--- config.mk ---
export PLATFORM = sky130hd
export DESIGN_NAME = brownout_poweron_monitor
export DESIGN_NICKNAME = d
export VERILOG_FILES = /design/src/inc/bpm_pkg.sv /design/src/hdl/brownout_poweron_monitor.sv
export VERILOG_INCLUDE_DIRS = /design/src /design/src/inc
export SDC_FILE = /design/constraint.sdc
export NUM_CORES = 1
export LEC_CHECK = 0
export ABC_CLOCK_PERIOD_IN_PS = 1400
export BUFFER_PORTS_ARGS = -buffer_cell sky130_fd_sc_hd__buf_4
export CAP_MARGIN = 20
export CORE_ASPECT_RATIO = 0.8
export CORE_MARGIN = 2
export CORE_UTILIZATION = 49
export DETAILED_ROUTE_END_ITERATION = 10
export GPL_TIMING_DRIVEN = 0
export HOLD_SLACK_MARGIN = 0.1
export PLACE_DENSITY = 0.82
export REMOVE_ABC_BUFFERS = 1
export SLEW_MARGIN = 30
export SYNTH_ARGS = -nofsm -noshare
export SYNTH_HDL_FRONTEND = slang
export SYNTH_SLANG_ARGS = --single-unit
--- constraint.sdc ---
create_clock -name clk_sys -period 1.4 [get_ports clk_sys]
set_input_delay 0.14 -clock clk_sys [delete_from_list [all_inputs] [get_ports clk_sys]]
set_output_delay 0.14 -clock clk_sys [all_outputs]
set_load 0.005 [all_outputs]
--- src/inc/bpm_params.svh ---
`ifndef BPM_PARAMS_SVH
`define BPM_PARAMS_SVH
// power mode field encodings
`define BPM_MODE_NORMAL 2'h0
`define BPM_MODE_IDLE 2'h1
`define BPM_MODE_PDOWN 2'h2
`define BPM_MODE_TOTAL 2'h3
// reset values of the software bits
`define BPM_MODE_RST 2'h0
`define BPM_BROWNOUT_POWERDOWN_RST 1'h0
`define BPM_SEL_RST 1'h0
`define BPM_IEN_RST 1'h0
// field positions in the reset source bits
`define BPM_FLAG_BO_POS 1
`define BPM_FLAG_PO_POS 0
// power-on settle time before detection may act
`define BPM_STARTUP_CYCLES 3
`endif

--- src/inc/bpm_pkg.sv ---
package bpm_pkg;
  typedef struct packed {
    logic brownout_powerdown;
    logic brownout_irq_select;
    logic [1:0] power_mode_field;
  } power_ctrl_s;
  typedef struct packed {
    logic global_irq_enable;
    logic brownout_irq_enable;
  } irq_en_s;
  typedef struct packed {
    logic brownout_flag;
    logic poweron_flag;
  } rst_src_s;
  typedef enum logic [1:0] {ST_STARTUP, ST_RUN} phase_e;
endpackage

--- src/hdl/brownout_poweron_monitor.sv ---
// Operation
// - enabled brownout without interrupt routing resets the processor.
// - select bit plus both interrupt enables turn brownout into an interrupt request.
// - unprogrammed configuration bit keeps detection off regardless of other bits.
// - power mode 11 disables detection even when configuration bit programmed.
// - powerdown bit 1 disables detection; it resets to 0.
// - brownout condition follows the comparator while detection is enabled.
// - every detected brownout sets the brownout flag, whatever the routing.
// - brownout flag stays set until software writes zero to it.
// - power-on with configuration programmed sets brownout flag with power-on flag.
// - interrupt only when select, brownout enable and global enable are set.
// - select with an enable off gives no reset, no interrupt, flag set.
// - power-on detector sets power-on flag before brownout detection operates.
// - power-on flag stays set until software writes zero to it.
// - brownout flag is meaningless when configuration bit unprogrammed.
// - mode field 00 normal (default), 01 idle, 10 power-down.
`timescale 1ns/1ps
`default_nettype none
`include "bpm_params.svh"
module brownout_poweron_monitor #(
  parameter int STARTUP_CYCLES = `BPM_STARTUP_CYCLES
) (
  input wire logic clk_sys,
  input wire logic rst_b,
  input wire logic brownout_cfg_enable,
  input wire logic supply_low,
  input wire logic pctl_wr,
  input wire bpm_pkg::power_ctrl_s pctl_wdata,
  input wire logic ien_wr,
  input wire bpm_pkg::irq_en_s ien_wdata,
  input wire logic flag_wr,
  input wire bpm_pkg::rst_src_s flag_wdata,
  output bpm_pkg::power_ctrl_s pctl_rdata,
  output bpm_pkg::irq_en_s ien_rdata,
  output bpm_pkg::rst_src_s flag_rdata,
  output logic detect_active,
  output logic brownout_cond,
  output logic cpu_reset_req,
  output logic brownout_irq
);
  if (STARTUP_CYCLES < 3 || STARTUP_CYCLES > 255) begin : g_bad_startup
    $error("STARTUP_CYCLES must lie between 3 and 255");
  end

  // ***************************
  // input synchronisers
  // ***************************
  logic cfg_m_q, cfg_q, low_m_q, low_q;
  always_ff @(posedge clk_sys or negedge rst_b) begin
    if (!rst_b) begin
      cfg_m_q <= 1'b0;
      cfg_q <= 1'b0;
      low_m_q <= 1'b0;
      low_q <= 1'b0;
    end else begin
      cfg_m_q <= brownout_cfg_enable;
      cfg_q <= cfg_m_q;
      low_m_q <= supply_low;
      low_q <= low_m_q;
    end
  end

  // ***************************
  // software control bits
  // ***************************
  bpm_pkg::power_ctrl_s pctl_q;
  bpm_pkg::irq_en_s ien_q;
  always_ff @(posedge clk_sys or negedge rst_b) begin
    if (!rst_b) begin
      pctl_q.power_mode_field <= `BPM_MODE_RST;
      pctl_q.brownout_powerdown <= `BPM_BROWNOUT_POWERDOWN_RST;
      pctl_q.brownout_irq_select <= `BPM_SEL_RST;
    end else if (pctl_wr) begin
      pctl_q <= pctl_wdata;
    end
  end
  always_ff @(posedge clk_sys or negedge rst_b) begin
    if (!rst_b) begin
      ien_q <= '{global_irq_enable: `BPM_IEN_RST, brownout_irq_enable: `BPM_IEN_RST};
    end else if (ien_wr) begin
      ien_q <= ien_wdata;
    end
  end
  assign pctl_rdata = pctl_q;
  assign ien_rdata = ien_q;

  // ***************************
  // power-on phase
  // ***************************
  bpm_pkg::phase_e phase_q;
  logic [7:0] start_cnt_q;
  logic po_event;
  assign po_event = (phase_q == bpm_pkg::ST_STARTUP) && (start_cnt_q == 8'(STARTUP_CYCLES - 1));
  always_ff @(posedge clk_sys or negedge rst_b) begin
    if (!rst_b) begin
      phase_q <= bpm_pkg::ST_STARTUP;
      start_cnt_q <= 8'h00;
    end else begin
      unique case (phase_q)
        bpm_pkg::ST_STARTUP: begin
          start_cnt_q <= start_cnt_q + 8'h01;
          if (po_event) begin
            phase_q <= bpm_pkg::ST_RUN;
          end
        end
        bpm_pkg::ST_RUN: begin
          start_cnt_q <= start_cnt_q;
        end
        default: begin
          phase_q <= bpm_pkg::ST_STARTUP;
        end
      endcase
    end
  end

  // ***************************
  // detection and routing
  // ***************************
  logic det_en, det_hit;
  assign det_en = cfg_q && (pctl_q.power_mode_field != `BPM_MODE_TOTAL) && !pctl_q.brownout_powerdown
                  && (phase_q == bpm_pkg::ST_RUN);
  assign det_hit = det_en && low_q;
  always_ff @(posedge clk_sys or negedge rst_b) begin
    if (!rst_b) begin
      detect_active <= 1'b0;
      brownout_cond <= 1'b0;
      cpu_reset_req <= 1'b0;
      brownout_irq <= 1'b0;
    end else begin
      detect_active <= det_en;
      brownout_cond <= det_hit;
      cpu_reset_req <= det_hit && !pctl_q.brownout_irq_select;
      brownout_irq <= det_hit && pctl_q.brownout_irq_select && ien_q.brownout_irq_enable
                      && ien_q.global_irq_enable;
    end
  end

  // ***************************
  // sticky flags
  // ***************************
  bpm_pkg::rst_src_s flag_q;
  always_ff @(posedge clk_sys or negedge rst_b) begin
    if (!rst_b) begin
      flag_q <= '{brownout_flag: 1'b0, poweron_flag: 1'b0};
    end else begin
      if (det_hit || (po_event && cfg_q)) begin
        flag_q.brownout_flag <= 1'b1;
      end else if (flag_wr && !flag_wdata.brownout_flag) begin
        flag_q.brownout_flag <= 1'b0;
      end
      if (po_event) begin
        flag_q.poweron_flag <= 1'b1;
      end else if (flag_wr && !flag_wdata.poweron_flag) begin
        flag_q.poweron_flag <= 1'b0;
      end
    end
  end
  assign flag_rdata = flag_q;
endmodule
`default_nettype wire

==> impl_metrics.py <==
metrics = {
    "cells_and_area": {
        "antenna_cells": 0,
        "layout_commonest_cell": "buf_4",
        "area_growth_pct": 38.8,
        "drive_gt1_frac": 0.345,
        "nets": 131,
        "post-route-util": 0.721,
        "final_cell_mix": "buf_4, dfrtp_1, dlygate4sd3_1",
    },
    "floorplan": {
        "core_area_um2": 1870,
        "ioPinCount": 27,
        "rows": 14,
        "die_w_um": 53.8,
        "initial_core_util": 0.519,
        "die_h_um": 43.9,
        "design.die.area_um2": 2360,
    },
    "placed_design": {
        "post-dp-hpwl_um": 1360,
        "globalplace.congestion": 0.696,
        "portBuffers": 26,
        "post-place-ws_ns": 0.126,
    },
    "drt": {
        "wl_per_cell_um": 14.2,
        "antenna_left": 0,
        "dr.pass1.iters": 3,
        "vias": 679,
        "drt_iter0_markers": 2,
        "vias_per_cell": 4.96,
        "routed_wl_um": 1950,
        "drc": 0,
    },
    "synth": {
        "ys_warn_count": 0,
        "yosysSeqAreaShare": 0.643,
        "yosysUniqueCellTypes": 20,
        "syn_inst": 71,
        "syn_area_per_cell_um2": 13.7,
        "netlist_area_um2": 973,
        "ys_seq_elements": 25,
    },
    "power_and_ir_drop": {
        "pwr-share-comb": 0.126,
        "swShare": 0.225,
        "p_int_uw": 965,
        "vdd_ir_drop_max_uv": 798,
        "power_uw": 1240,
        "pwr-share-clk": 0.252,
        "seqPwrFrac": 0.623,
        "power_switching_uw": 280,
        "leakagePower_uw": 0.000686,
        "p_per_area_nw_per_um2": 921,
    },
    "worst_setup_path": {
        "cp_max_fo": 8,
        "cp.arrival_ns": 1.51,
        "rrSetupSlack_ns": 0.15,
        "start_kind": "flip-flop",
        "crit_required_ns": 1.65,
        "path_class": "flip-flop to flip-flop",
        "critPathCaptureType": "flip-flop",
    },
    "cts": {
        "cts_buffer_depth": 2,
        "cts_buffers": 3,
        "cts_root_buf": "clkbuf_4",
        "post_cts_buffers": 0,
        "clock_sinks": 25,
        "htreeDepth": 1,
        "path_clk_slew_ns": 0.14,
        "worstSkewPairLatency_ns": 0.32,
        "cts_tree": "done",
    },
    "grt": {
        "grt_pass1_wl_um": 3150,
        "grt_use_total": 0.195,
        "antenna_found_initial": 0,
        "grt_pass1_vias": 727,
        "grt_max_degree": 26,
        "grt_remaining_overflow": 0,
    },
    "sta": {
        "layout_setup_ws_ns": 0.145,
        "hold_viol_final": 0,
        "max_freq_mhz": 797,
        "setup-violations-final": 0,
        "finalSetupTns_ns": 0,
        "slew_viol_final": 0,
        "fin_crit_ns": 1.25,
        "fin_skew_ns": 0.0121,
        "maxSlewHeadroom": 0.780,
        "period_share": 0.896,
        "worst_pin_slew_ns": 0.327,
        "rsz0062_at_grt": "no",
    },
    "job": {
        "cap_violations": 0,
    },
    "min_path": {
        "hp-class": "primary input to flip-flop",
    },
    "run_status": {
        "outcome": "finished clean",
    },
}
## registers in the layout (all words and copies together), names as in the netlist, 2 cells and up
name and cells:
ien_rdata 2, pctl_rdata 4, start_cnt_q 8, flag_rdata 2
## power by group through the flow
stage / Sequential, µW / Clock, µW / Combinational, µW
floorplan: 789 / 0 / 31.4
global placement: 787 / 0 / 124
detailed placement: 789 / 0 / 128
CTS: 775 / 316 / 155
global route: 781 / 355 / 171
finish: 775 / 313 / 156
## layout make-up
cell class	instances	area [µm²]
sequential	25	626
fill	124	523
multi-input combinational	41	328
timing repair buffer	39	325
tap	24	30.0
clock buffer	3	22.5
inverter	4	15.0
clock inverter	1	5.00
## what timing repair did
action	4_1_cts	5_1_grt
resized for setup	0	1
setup endpoints to repair	0	3
endpoints found under the hold margin	35	1
hold buffers	12	1
## worst max-delay path, stage by stage, from the launching register on
cell	delay, ns
dfrtp_1	0.54
a21boi_0	0.30
nand2_1	0.17
nor2_1	0.18
## kinds of logic after synthesis
kind of cell / Yosys count / synth area share
flops: 25 / 0.643
simple gates: 22 / 0.144
xor+xnor: 7 / 0.0630
mux: 7 / 0.0797
buf+inv: 5 / 0.0270
compound gates: 3 / 0.0180
fa+ha+maj: 2 / 0.0257
## synth_stat cells
| master | instances | share of area |
|---|---|---|
| nand4b_4 | 1 | 0.024 |
| ha_1 | 2 | 0.026 |
| dfrtp_1 | 25 | 0.64 |
| nand3_1 | 3 | 0.015 |
| nor3_2 | 1 | 0.010 |
| a21boi_0 | 1 | 0.0077 |
| mux2i_1 | 1 | 0.010 |
| nor2_1 | 4 | 0.015 |
| inv_1 | 4 | 0.015 |
| buf_6 | 1 | 0.012 |
| nand2_1 | 6 | 0.023 |
| mux2_2 | 6 | 0.069 |
| nand4b_1 | 1 | 0.0090 |
| xnor2_1 | 4 | 0.036 |
| nand2b_1 | 2 | 0.013 |
| nor4b_1 | 1 | 0.0090 |
| o21ai_0 | 2 | 0.010 |
| nor4_1 | 1 | 0.0064 |
| xor2_1 | 3 | 0.027 |
| and3b_1 | 2 | 0.018 |
## per-stage QoR
stage	hold WS (ns)	area [µm²]	instances
final	0.171	1350	137
after global routing	0.184	1350	137
after CTS	0.109	1340	136
after detailed placement	0.0525	1190	120
after global placement	0.0521	1190	120
after floorplan	-0.156	962	70
## per-layer routing
layer / global-route usage / up-vias / wire length [µm]
met2: 0.332 / 19 / 997
met1: 0.233 / 338 / 842
met5: 0 / - / 0
met3: 0.0724 / 2 / 94
met4: 0.0462 / 0 / 13
li1: - / 320 / -
## path summary, 6_finish.rpt
| path | start | end | depth (start not counted) |
|---|---|---|---|
| min | flag_wr | flag_rdata[1] | 4 |
| max in group asynchronous | rst_b | ien_rdata[1] | 2 |
| max reg2reg | phase_q[0] | brownout_irq | 3 |
| min reg2reg | cfg_m_q | cfg_q | 0 |
| max | phase_q[0] | brownout_irq | 3 |
| min in group asynchronous | rst_b | start_cnt_q[6] | 2 |
Power figures use the tool's default switching activity.
